**config.mk**
```make
export PLATFORM = sky130hd
export DESIGN_NAME = ctc_top
export DESIGN_NICKNAME = d
export VERILOG_FILES = /design/src/hw/ctc_pkg.sv /design/src/hw/ctc_top.sv
export SDC_FILE = /design/constraint.sdc
export NUM_CORES = 1
export LEC_CHECK = 0
export BUFFER_PORTS_ARGS = -buffer_cell sky130_fd_sc_hd__buf_4
export CAP_MARGIN = 20
export CORE_ASPECT_RATIO = 0.75
export CORE_UTILIZATION = 50
export CTS_CLUSTER_SIZE = 10
export DETAILED_ROUTE_END_ITERATION = 10
export GPL_ROUTABILITY_DRIVEN = 1
export PLACE_DENSITY = 0.81
export SLEW_MARGIN = 0
export SYNTH_ARGS = -nofsm -noshare
export SYNTH_HDL_FRONTEND = slang
export SYNTH_SLANG_ARGS = --single-unit
```
**constraint.sdc**
```tcl
create_clock -name clk -period 4.9 [get_ports clk]
set_clock_uncertainty 0.2 [all_clocks]
set_input_delay 0.98 -clock clk [delete_from_list [all_inputs] [get_ports clk]]
set_output_delay 0.98 -clock clk [all_outputs]
set_load 0.01 [all_outputs]
```
**src/hw/ctc_pkg.sv**
```systemverilog
// Constants and carrier types of the capacitive-sense threshold comparator
// Notes on behaviour
// - Final result above threshold sets flag, else clears
// - Compare only after last accumulated conversion
// - Flag set with enable raises an interrupt
// - Flag set pauses auto-scan until busy written
// - Suspend with scanning lasts until greater event
// - Greater event wakes regardless of interrupt enable
package ctc_pkg;
  localparam int unsigned AXI_AW = 8;
  localparam int unsigned AXI_DW = 32;
  localparam logic [AXI_AW-1:0] OFS_CTRL   = 8'h00;
  localparam logic [AXI_AW-1:0] OFS_THR_LO = 8'h04;
  localparam logic [AXI_AW-1:0] OFS_THR_HI = 8'h08;
  localparam logic [AXI_AW-1:0] OFS_ACC    = 8'h0c;
  localparam logic [AXI_AW-1:0] OFS_RESULT = 8'h10;
  localparam logic [AXI_AW-1:0] OFS_INT_ST = 8'h14;
  localparam logic [AXI_AW-1:0] OFS_INT_MK = 8'h18;
  // Control register bits
  localparam int unsigned CTRL_GT   = 0;
  localparam int unsigned CTRL_SCAN = 1;
  localparam int unsigned CTRL_BUSY = 2;
  localparam int unsigned CTRL_SUSP = 3;
  // Interrupt status and mask bits
  localparam int unsigned INT_GT    = 0;
  localparam int unsigned INT_DONE  = 1;
  localparam int unsigned INT_W     = 2;
  localparam int unsigned ACC_SEL_W = 3;
  localparam logic [1:0] RESP_OKAY   = 2'h0;
  localparam logic [1:0] RESP_SLVERR = 2'h2;

  typedef enum logic [1:0] {
    CTC_RUN  = 2'h0,
    CTC_SUSP = 2'h1,
    CTC_WAKE = 2'h3
  } ctc_pwr_t;

  typedef struct packed {
    logic [AXI_AW-1:0] awaddr;
    logic              awvalid;
    logic [AXI_DW-1:0] wdata;
    logic [3:0]        wstrb;
    logic              wvalid;
    logic              bready;
    logic [AXI_AW-1:0] araddr;
    logic              arvalid;
    logic              rready;
  } ctc_axi_req_t;

  typedef struct packed {
    logic              awready;
    logic              wready;
    logic [1:0]        bresp;
    logic              bvalid;
    logic              arready;
    logic [AXI_DW-1:0] rdata;
    logic [1:0]        rresp;
    logic              rvalid;
  } ctc_axi_rsp_t;
endpackage

```
**src/hw/ctc_top.sv**
```systemverilog
// Threshold comparator with AXI4-Lite registers, scan pause and wake
`timescale 1ns/100ps
`default_nettype none
module ctc_top
  import ctc_pkg::*;
#(
  parameter int unsigned DATA_W    = 16,
  parameter int unsigned ACC_LOG2M = 6
)(
  input  wire logic              clk,
  input  wire logic              sys_rst,
  input  wire ctc_axi_req_t      axi_req,
  output var  ctc_axi_rsp_t      axi_rsp,
  input  wire logic              conv_valid,
  input  wire logic [DATA_W-1:0] conv_result,
  output logic                   scan_permit,
  output logic                   suspended,
  output logic                   wake,
  output logic                   irq
);
  localparam int unsigned ACC_W = DATA_W + ACC_LOG2M;

  if (DATA_W != 16 || ACC_LOG2M < 1 || ACC_LOG2M > 7)
  begin : g_bad
    $error("ctc_top: unsupported parameters");
  end

  typedef struct packed {
    ctc_axi_rsp_t            rsp;
    logic                    aw_have;
    logic [AXI_AW-1:0]       aw_addr;
    logic                    w_have;
    logic [AXI_DW-1:0]       w_data;
    logic [3:0]              w_strb;
    logic [7:0]              thr_lo;
    logic [7:0]              thr_hi;
    logic [ACC_SEL_W-1:0]    acc_sel;
    logic [ACC_W-1:0]        acc;
    logic [ACC_LOG2M-1:0]    cnt;
    logic [DATA_W-1:0]       result;
    logic                    gt_flag;
    logic                    scan_en;
    logic                    scan_hold;
    logic                    scan_permit;
    ctc_pwr_t                pwr;
    logic                    susp;
    logic                    wake;
    logic [INT_W-1:0]        int_st;
    logic [INT_W-1:0]        int_mk;
    logic                    irq;
  } ctc_state_t;

  ctc_state_t        s_q;
  ctc_state_t        s_d;
  logic [DATA_W-1:0] thr;
  logic [ACC_LOG2M-1:0] last_cnt;
  logic [ACC_W-1:0]  sum;
  logic [DATA_W-1:0] avg;
  logic              fin;
  logic              gt_ev;
  logic              wr_go;
  logic              wr_ctrl_busy;

  // ----------------------------------------
  // Comparator datapath
  // ----------------------------------------
  assign thr      = {s_q.thr_hi, s_q.thr_lo};
  assign last_cnt = ACC_LOG2M'((1 << s_q.acc_sel) - 1);
  assign sum      = s_q.acc + ACC_W'(conv_result);
  assign avg      = DATA_W'(sum >> s_q.acc_sel);
  assign fin      = conv_valid && (s_q.cnt == last_cnt);
  assign gt_ev    = fin && (avg > thr);
  assign wr_go    = s_q.aw_have && s_q.w_have && !s_q.rsp.bvalid;
  assign wr_ctrl_busy = wr_go && (s_q.aw_addr == OFS_CTRL)
                        && s_q.w_strb[0] && s_q.w_data[CTRL_BUSY];

  // ----------------------------------------
  // Next state
  // ----------------------------------------
  always_comb
  begin
    s_d      = s_q;
    s_d.wake = 1'b0;
    // Bus handshakes, address and data taken in either order
    if (axi_req.awvalid && s_q.rsp.awready)
    begin
      s_d.aw_have = 1'b1;
      s_d.aw_addr = axi_req.awaddr;
    end
    if (axi_req.wvalid && s_q.rsp.wready)
    begin
      s_d.w_have = 1'b1;
      s_d.w_data = axi_req.wdata;
      s_d.w_strb = axi_req.wstrb;
    end
    if (s_q.rsp.bvalid && axi_req.bready)
      s_d.rsp.bvalid = 1'b0;
    if (wr_go)
    begin
      s_d.aw_have    = 1'b0;
      s_d.w_have     = 1'b0;
      s_d.rsp.bvalid = 1'b1;
      s_d.rsp.bresp  = RESP_OKAY;
      unique case (s_q.aw_addr)
        OFS_CTRL:
          if (s_q.w_strb[0])
          begin
            s_d.scan_en = s_q.w_data[CTRL_SCAN];
            if (s_q.w_data[CTRL_BUSY])
              s_d.scan_hold = 1'b0;
            if (s_q.w_data[CTRL_SUSP] && s_q.w_data[CTRL_SCAN]
                && s_q.pwr == CTC_RUN)
              s_d.pwr = CTC_SUSP;
          end
        OFS_THR_LO:
          if (s_q.w_strb[0]) s_d.thr_lo = s_q.w_data[7:0];
        OFS_THR_HI:
          if (s_q.w_strb[0]) s_d.thr_hi = s_q.w_data[7:0];
        OFS_ACC:
          if (s_q.w_strb[0])
          begin
            s_d.acc_sel = s_q.w_data[ACC_SEL_W-1:0];
            s_d.acc     = '0;
            s_d.cnt     = '0;
          end
        OFS_INT_ST:
          if (s_q.w_strb[0])
            s_d.int_st = s_q.int_st & ~s_q.w_data[INT_W-1:0];
        OFS_INT_MK:
          if (s_q.w_strb[0]) s_d.int_mk = s_q.w_data[INT_W-1:0];
        OFS_RESULT: ;
        default: s_d.rsp.bresp = RESP_SLVERR;
      endcase
    end
    if (s_q.rsp.rvalid && axi_req.rready)
      s_d.rsp.rvalid = 1'b0;
    if (axi_req.arvalid && s_q.rsp.arready)
    begin
      s_d.rsp.rvalid = 1'b1;
      s_d.rsp.rresp  = RESP_OKAY;
      s_d.rsp.rdata  = '0;
      unique case (axi_req.araddr)
        OFS_CTRL:
        begin
          s_d.rsp.rdata[CTRL_GT]   = s_q.gt_flag;
          s_d.rsp.rdata[CTRL_SCAN] = s_q.scan_en;
          s_d.rsp.rdata[CTRL_BUSY] = s_q.scan_permit;
          s_d.rsp.rdata[CTRL_SUSP] = (s_q.pwr != CTC_RUN);
        end
        OFS_THR_LO: s_d.rsp.rdata[7:0]          = s_q.thr_lo;
        OFS_THR_HI: s_d.rsp.rdata[7:0]          = s_q.thr_hi;
        OFS_ACC:    s_d.rsp.rdata[ACC_SEL_W-1:0] = s_q.acc_sel;
        OFS_RESULT: s_d.rsp.rdata[DATA_W-1:0]   = s_q.result;
        OFS_INT_ST: s_d.rsp.rdata[INT_W-1:0]    = s_q.int_st;
        OFS_INT_MK: s_d.rsp.rdata[INT_W-1:0]    = s_q.int_mk;
        default:    s_d.rsp.rresp               = RESP_SLVERR;
      endcase
    end
    // Accumulate and compare
    if (conv_valid)
    begin
      if (fin)
      begin
        s_d.acc     = '0;
        s_d.cnt     = '0;
        s_d.result  = avg;
        s_d.gt_flag = gt_ev;
        s_d.int_st[INT_DONE] = 1'b1;
      end
      else
      begin
        s_d.acc = sum;
        s_d.cnt = s_q.cnt + 1'b1;
      end
    end
    // Events win over a simultaneous clear
    if (gt_ev)
    begin
      s_d.int_st[INT_GT] = 1'b1;
      if (s_q.scan_en || s_d.scan_en)
        s_d.scan_hold = 1'b1;
    end
    // Suspend and wake, mask not consulted
    unique case (s_q.pwr)
      CTC_RUN: ;
      CTC_SUSP:
        if (gt_ev)
        begin
          s_d.pwr  = CTC_WAKE;
          s_d.wake = 1'b1;
        end
      CTC_WAKE: s_d.pwr = CTC_RUN;
      default:  s_d.pwr = CTC_RUN;
    endcase
    s_d.scan_permit = s_d.scan_en && !s_d.scan_hold;
    s_d.irq         = |(s_d.int_st & s_d.int_mk);
    s_d.susp        = (s_d.pwr == CTC_SUSP);
    s_d.rsp.awready = !s_d.aw_have && !s_d.rsp.bvalid;
    s_d.rsp.wready  = !s_d.w_have && !s_d.rsp.bvalid;
    s_d.rsp.arready = !s_d.rsp.rvalid;
  end

  always_ff @(posedge clk or posedge sys_rst)
  begin
    if (sys_rst)
    begin
      s_q             <= '0;
      s_q.pwr         <= CTC_RUN;
      s_q.rsp.awready <= 1'b1;
      s_q.rsp.wready  <= 1'b1;
      s_q.rsp.arready <= 1'b1;
    end
    else
      s_q <= s_d;
  end

  assign axi_rsp     = s_q.rsp;
  assign scan_permit = s_q.scan_permit;
  assign suspended   = s_q.susp;
  assign wake        = s_q.wake;
  assign irq         = s_q.irq;
endmodule
`default_nettype wire

```
Word level (Yosys, flattened, before mapping):

Cells that the tools add are included.

* flip-flop bits (word level): 147
* output and inout bits: 45

* add/sub/neg operators: 3
* magnitude comparators: 1
* equality and inequality tests: 15
* shifts and indexed selects: 2
* mux-type cells: 43
* bitwise logic cells: 3
* reductions and logical operators: 36

Operators with widths (number)
* $mux W28: 4
* $eq A8 B5 Y1 const B: 6
* $mux W45: 1
* $mux W37: 1
* $eq A8 B4 Y1 const B: 4
* $mux W2: 14
* $add A22 B16 Y22: 1
* $shr A22 B3 Y16: 1
* $mux W17: 1
* $eq A8 B3 Y1 const B: 2
* $gt A16 B16 Y1: 1
* $logic_not A8 Y1: 2
* $logic_and A1 B1 Y1: 14
* $mux W1: 14
* $pmux W2 S7: 1
* $reduce_or A7 Y1: 2
* $pmux W4 S3: 1
* $reduce_and A3 Y1: 4
* $mux W9: 1
* $mux W8: 1
* $reduce_bool A2 Y1: 4
* $add A6 B1 Y6 const B: 1
* $eq A6 B6 Y1: 1
* $logic_not A1 Y1: 6
* other kinds (13): 15

Longest topological paths before layout:

Gate-level depths: netlist (run 1).

* depth in word-level cells: 9
* depth in mapped cells: 19
* depth with buffers taken out: 19

Worst setup path after synthesis (run 1):

No wires, ideal clock.

* path kind: input port to flip-flop
* start: input port conv_result[0]
* end: register s_q, in the netlist irq
* library setup time: 0.126 ns
* arrival: 4.468 ns
* required time: 4.574 ns
* setup slack: 0.106 ns
* stages on the path: 19
* cell sequence: ha_1 > inv_1 > fa_1 > nand2b_1 > a21o_1 > a32o_2 > a211o_1 > a221oi_2 > nor3_1 > o2bb2ai_1 > a21oi_1 > ha_1 > nand4_1 > nor2_1 > and2_1 > o21ai_0 > a21oi_1 > o21a_1 > a221o_1

RTL lines
* start, declared: line ctc_top.sv:15 `input wire logic [DATA_W-1:0] conv_result,`
* end, declared: line ctc_top.sv:53 `ctc_state_t s_q;`

==> impl_metrics.env, run 1 <==
export IMPL_wl_per_cell_um=17.2
export IMPL_portBuffers=75
export IMPL_num_vias=6942
export IMPL_p_leak_nw=4.31
export IMPL_tightest_slew_ns=0.887
export IMPL_rr_endpoint="irq"
export IMPL_ir_drop_v=0.000313
export IMPL_rows=39
export IMPL_cts_tree="yes"
export IMPL_regToRegStartpoint="s_q[35]"
export IMPL_post_route_period_util_pct=97.8
export IMPL_ant_nets=0
export IMPL_grt_pass1_vias=6625
export IMPL_fmax_ghz=0.209
export IMPL_setup_violations=0
export IMPL_drc=0
export IMPL_synth_ff_type="dfrtp_1"
export IMPL_fin_tns_setup_ns=0
export IMPL_final_cell_mix="buf_4, dfrtp_1, nand2_1"
export IMPL_cts_sinks=118
export IMPL_fin_nets=1075
export IMPL_grt_pass1_wl_mm=33.4
export IMPL_start_kind="input pin"
export IMPL_synth_seq_cells=118
export IMPL_postPlaceCellArea_um2=8850
export IMPL_hp_class="reg -> reg"
export IMPL_clk_insertion_delay_late_ns=0.43
export IMPL_route_detailed_vias_per_inst=5.87
export IMPL_multi_input_area_um2=4490
export IMPL_cts_buffers=17
export IMPL_cp_arrival_ns=4.90
export IMPL_avgSynthCellArea_um2=9.27
export IMPL_layout_drive_gt1_share_pct=29.3
export IMPL_hold_path_cell_count=1
export IMPL_cts_root_buf="clkbuf_16"
export IMPL_die_h_um=111
export IMPL_fill_cells=1269
export IMPL_min_to="axi_rsp[39]"
export IMPL_placedCellCount=1147
export IMPL_finalCriticalPeriod_ns=4.79
export IMPL_grt_max_degree=72
export IMPL_die_area_um2=16200
export IMPL_mostFrequentLayoutCell="buf_4"
export IMPL_critical_path_buf_inv_count=3
export IMPL_cp_common_cell="a21o_1"
export IMPL_wirelength_mm=20.4
export IMPL_synthCells=847
export IMPL_status="finished, final reports clean"
export IMPL_cp_slowest_cell="mux4_2"
export IMPL_grt_use_total_pct=25.9
export IMPL_worstPathRequired_ns=5.00
export IMPL_area_growth_pct=22.5
export IMPL_powerDensity_nw_per_um2=562
export IMPL_cts_htree_levels=4
export IMPL_cp_cell_sequence="buf_8 > ha_4 > inv_2 > fa_2 > nand2b_4 > a21o_1 > a32o_2 > buf_4 > a21oi_4 > xor2_1 > mux4_2 > nand2_1 > o21ai_1 > ha_1 > a21o_1 > a21o_1 > a21oi_2 > o211ai_1 > o21a_1 > a221o_1"
export IMPL_ys_async_sr_fraction_pct=100
export IMPL_first_pass_iters=5
export IMPL_initial_core_util_pct=51.4
export IMPL_io_pins=121
export IMPL_regToRegSetupSlack_ns=0.32
export IMPL_ys_warn_count=0
export IMPL_ff_latch_area_um2=2960
export IMPL_path_delay_family="compound AO/OA/AOI/OAI gates"
export IMPL_antenna_cells=0
export IMPL_drt_iter0_drc=580
export IMPL_hold_ws_ns=0.250
export IMPL_fp_dieW_um=147
export IMPL_power_total_w=0.00541
export IMPL_critical_path_class="in -> reg"
export IMPL_gr_total_overflow=0
export IMPL_clk_pin_slew_ns=0.06
export IMPL_syn_area_um2=7850
export IMPL_max_slew_margin_rel_pct=40.8
export IMPL_hold_viol_final=0
export IMPL_cp_max_fo=5
export IMPL_r2r_cells=19
export IMPL_dp_hpwl_mm=14.8
export IMPL_maxSlewViolCount=0
export IMPL_critPathCaptureType="flop"
export IMPL_fin_cells=1182
export IMPL_synth_edf_count=0
export IMPL_yosysSeqAreaShare_pct=37.7
export IMPL_antenna_found_initial=0
export IMPL_hp_start="s_q[112]"
export IMPL_clockBufferDepth=2
export IMPL_fin_area_um2=9620
export IMPL_slowest_delay_ns=0.48
export IMPL_ys_types=80
export IMPL_max_cap_violations=0
export IMPL_core_um2=15300
export IMPL_place_gp_congestion=0.904
[cells by family after synthesis]
kind of cell / Yosys count / share of synthesized area (%)
AO/OA/AOI/OAI: 248 / 21.6
XOR/XNOR: 24 / 2.68
flip-flops: 118 / 37.7
other: 1 / 0.0478
buffers and inverters: 115 / 8.27
adder cells (fa/ha/maj): 35 / 5.67
multiplexers: 60 / 9.40
AND/OR/NAND/NOR: 246 / 14.7
[area by class of cell]
class | count | area share [%]
Clock buffer | 20 | 4.64
Clock inverter | 12 | 1.09
Inverter | 34 | 1.35
Multi-Input combinational cell | 631 | 46.7
Sequential cell | 118 | 30.7
Tap cell | 205 | 2.67
Timing Repair Buffer | 162 | 12.8
[synth_stat cells, types with 4 or more instances]
cell	instances	area share (%)
mux4_2	6	1.7
nand2_1	93	4.4
a31oi_1	8	0.64
o21a_1	8	0.76
a211oi_1	15	1.4
clkbuf_1	29	1.4
a22o_1	21	2.3
and3_1	9	0.72
xnor2_1	17	1.9
o211ai_1	12	1.1
a22oi_1	5	0.48
inv_1	33	1.6
a21o_1	14	1.3
mux2i_1	13	1.7
o31ai_1	8	0.76
nor2_1	55	2.6
nor3b_1	4	0.38
dfrtp_1	115	37
o21ai_1	6	0.38
nand4_1	6	0.48
nand3_1	18	1.1
mux2_2	37	5.3
nor3_1	15	0.96
buf_6	4	0.57
nand2b_1	8	0.64
o21ai_0	68	4.3
nor4_1	4	0.32
xor2_1	7	0.78
ha_1	34	5.4
nor2b_1	13	1.0
and2_1	6	0.48
o2111ai_1	4	0.45
a21oi_1	41	2.6
buf_4	41	3.9
[where the power goes]
| group | total, W | switching [W] | internal [W] |
|---|---|---|---|
| clock network | 0.00117 | 0.000468 | 0.000706 |
| registers | 0.00145 | 0.000206 | 0.00124 |
| logic | 0.00278 | 0.00146 | 0.00132 |
[registers in the layout, summed over array words and instances (netlist names)]
name / count
axi_rsp: 23
irq: 1
s_q: 91
scan_permit: 1
suspended: 1
wake: 1
[per-layer routing]
layer	wire length, µm	track usage, %	share of wire [%]
met2	9100	38.4	45
met5	0	0	0
met1	9450	37.1	46
met3	1490	5.54	7.3
met4	320	9.10	1.6
[stage by stage]
stage          setup WS [ns]  utilization (%)
6_report               0.106             63.0
5_1_grt              -0.0481             63.0
4_1_cts               0.0344             61.6
3_5_place_dp          -0.406             58.0
3_3_place_gp          -0.298             58.0
2_1_floorplan          0.106                -
[worst max-delay path by stage]
stage	cells past startpoint	endpoint	startpoint	slack, ns
final	20	irq	conv_result[0]	0.11
after detailed placement	21	wake	conv_result[0]	-0.41
after global placement	21	irq	conv_result[0]	-0.30
after global routing	18	irq	conv_result[6]	-0.05
after CTS	21	irq	conv_result[0]	0.03
after floorplan	19	irq	conv_result[0]	0.11
[what timing repair did]
action / CTS / global route
setup buffers: 0 / 3
pin swaps: 0 / 24
setup endpoints to repair: 1 / 8
hold buffers: 0 / 0
endpoints found under the hold margin: 0 / 0
resized for setup: 1 / 40
(Power assumes the default switching activity.)
==> inputs of run 2 (changes only) <==
--- a/config.mk
+++ b/config.mk
@@ -7,7 +7,6 @@
 export LEC_CHECK = 0
 export BUFFER_PORTS_ARGS = -buffer_cell sky130_fd_sc_hd__buf_4
 export CAP_MARGIN = 20
-export CORE_ASPECT_RATIO = 0.75
 export CORE_UTILIZATION = 50
 export CTS_CLUSTER_SIZE = 10
 export DETAILED_ROUTE_END_ITERATION = 10
==> run 2 against run 1 <==
  * Global-route usage decreased by 0.29 points
  * Wire length up 2.0%
  * Combinational power up 6%
  * Sequential share of layout area fell by 0.83 points
  * Sequential power is essentially flat
  * Utilization is 1.8 points higher
  * Cell count grew 1.7%
==> impl_metrics.env, run 2 (synthesis gave the netlist of run 1 again) <==
export IMPL_cp_slowest_cell="a211o_4"
export IMPL_first_pass_iters=7
export IMPL_portBuffers=75
export IMPL_cp_cell_sequence="buf_4 > ha_4 > inv_2 > fa_2 > nand2b_4 > a21o_1 > a32o_2 > a211o_4 > a21oi_4 > o31ai_4 > o311ai_2 > nand2_1 > ha_4 > nand4_1 > nor2_2 > and2_4 > a21oi_1 > o21a_4 > a221o_1"
export IMPL_dp_hpwl_mm=14.2
export IMPL_grt_pass1_vias=6667
export IMPL_grt_max_degree=62
export IMPL_rows=45
export IMPL_power_total_w=0.00574
export IMPL_ff_latch_area_um2=2960
export IMPL_multi_input_area_um2=4570
export IMPL_cts_sinks=118
export IMPL_utilization_pct=64.8
export IMPL_max_cap_violations=0
export IMPL_drc=0
export IMPL_finalCriticalPeriod_ns=4.88
export IMPL_hp_class="reg -> reg"
export IMPL_tightest_slew_ns=0.999
export IMPL_cp_common_cell="ha_4"
export IMPL_place_gp_congestion=0.891
export IMPL_die_h_um=127
export IMPL_critical_path_class="in -> reg"
export IMPL_fp_dieW_um=127
export IMPL_status="finished, final reports clean"
export IMPL_post_route_period_util_pct=99.6
export IMPL_hold_buffers=0
export IMPL_fill_cells=1151
export IMPL_wl_per_cell_um=17.3
export IMPL_num_vias=7075
export IMPL_gr_total_overflow=0
export IMPL_cp_arrival_ns=4.99
export IMPL_max_slew_margin_rel_pct=33.4
export IMPL_regToRegSetupSlack_ns=0.28
export IMPL_cts_root_buf="clkbuf_16"
export IMPL_clk_insertion_delay_late_ns=0.43
export IMPL_core_um2=15300
export IMPL_fmax_ghz=0.205
export IMPL_io_pins=121
export IMPL_clockBufferDepth=2
export IMPL_clk_pin_slew_ns=0.06
export IMPL_hold_viol_final=0
export IMPL_final_cell_mix="buf_4, dfrtp_1, nand2_1"
export IMPL_die_area_um2=16200
export IMPL_antenna_cells=0
export IMPL_maxSlewViolCount=0
export IMPL_cp_max_fo=5
export IMPL_antenna_found_initial=0
export IMPL_ir_drop_v=0.000395
export IMPL_layout_drive_gt1_share_pct=31.0
export IMPL_drt_iter0_drc=700
export IMPL_cts_buffers=17
export IMPL_grt_use_total_pct=25.6
export IMPL_area_growth_pct=25.9
export IMPL_worstPathRequired_ns=5.01
export IMPL_grt_pass1_wl_mm=32.5
export IMPL_top_register="s_q"
export IMPL_critPathCaptureType="flop"
export IMPL_route_detailed_vias_per_inst=5.89
export IMPL_setup_violations=0
export IMPL_initial_core_util_pct=51.5
export IMPL_start_kind="input pin"
export IMPL_p_leak_nw=4.44
export IMPL_cts_tree="yes"
export IMPL_mostFrequentLayoutCell="buf_4"
export IMPL_fin_nets=1089
export IMPL_ant_nets=0
export IMPL_largest_reg_flops=91
export IMPL_fin_area_um2=9880
export IMPL_powerDensity_nw_per_um2=580
export IMPL_wirelength_mm=20.8
export IMPL_postPlaceCellArea_um2=8910
export IMPL_slowest_delay_ns=0.42
export IMPL_cts_htree_levels=4
## run 2: metrics by stage
| step | cells | setup slack [ns] | hold slack (ns) | TNS (ns) |
|---|---|---|---|---|
| after global routing | 1202 | -0.0991 | 0.253 | -0.386 |
| after CTS | 1192 | -0.0177 | 0.231 | -0.0511 |
| after global placement | 1160 | -0.331 | 0.206 | -2.27 |
| final | 1202 | 0.0184 | 0.228 | 0 |
| after floorplan | 864 | 0.106 | 0.190 | 0 |
| after detailed placement | 1160 | -0.396 | 0.224 | -2.70 |
## run 2: worst paths after layout
check / end / cells past startpoint / from
setup / recovery: irq / 19 / conv_result[0]
hold / removal: axi_rsp[39] / 1 / s_q[112]
setup reg to reg: irq / 18 / s_q[35]
hold reg to reg: axi_rsp[39] / 1 / s_q[112]
max in group asynchronous: axi_rsp[35] / 3 / sys_rst
min in group asynchronous: s_q[119] / 2 / sys_rst
## run 2: layer usage
layer | global-route usage (%) | share of wire (%)
met5 | 0 | 0
met2 | 41.3 | 48
met4 | 10.6 | 3.0
met3 | 5.86 | 7.2
met1 | 33.0 | 41
## run 2: cell type report
type,count,area share [%]
clock buffer,18,4.34
clock inverter,14,2.03
sequential,118,29.9
inverter,34,1.32
tap,211,2.67
timing repair buffer,176,13.5
multi-input combinational,631,46.2
## run 2: timing repair
action / in CTS / in global routing
setup buffers: 0 / 11
resized for setup: 1 / 51
gates cloned: 0 / 0
pin swaps: 0 / 31
setup endpoints to repair: 3 / 8
## run 2: worst max-delay path, delay by kind of cell
family,cells,cell delay [ns]
AOI/OAI and AO/OA,9,2.19
and+or+nand+nor,5,0.90
adders and majority gates,3,0.80
buffers and inverters,2,0.14
## run 2: power breakdown
part	internal, W	total [W]	switching (W)
Clock	0.000856	0.00133	0.000479
Sequential	0.00124	0.00145	0.000212
Combinational	0.00141	0.00295	0.00154
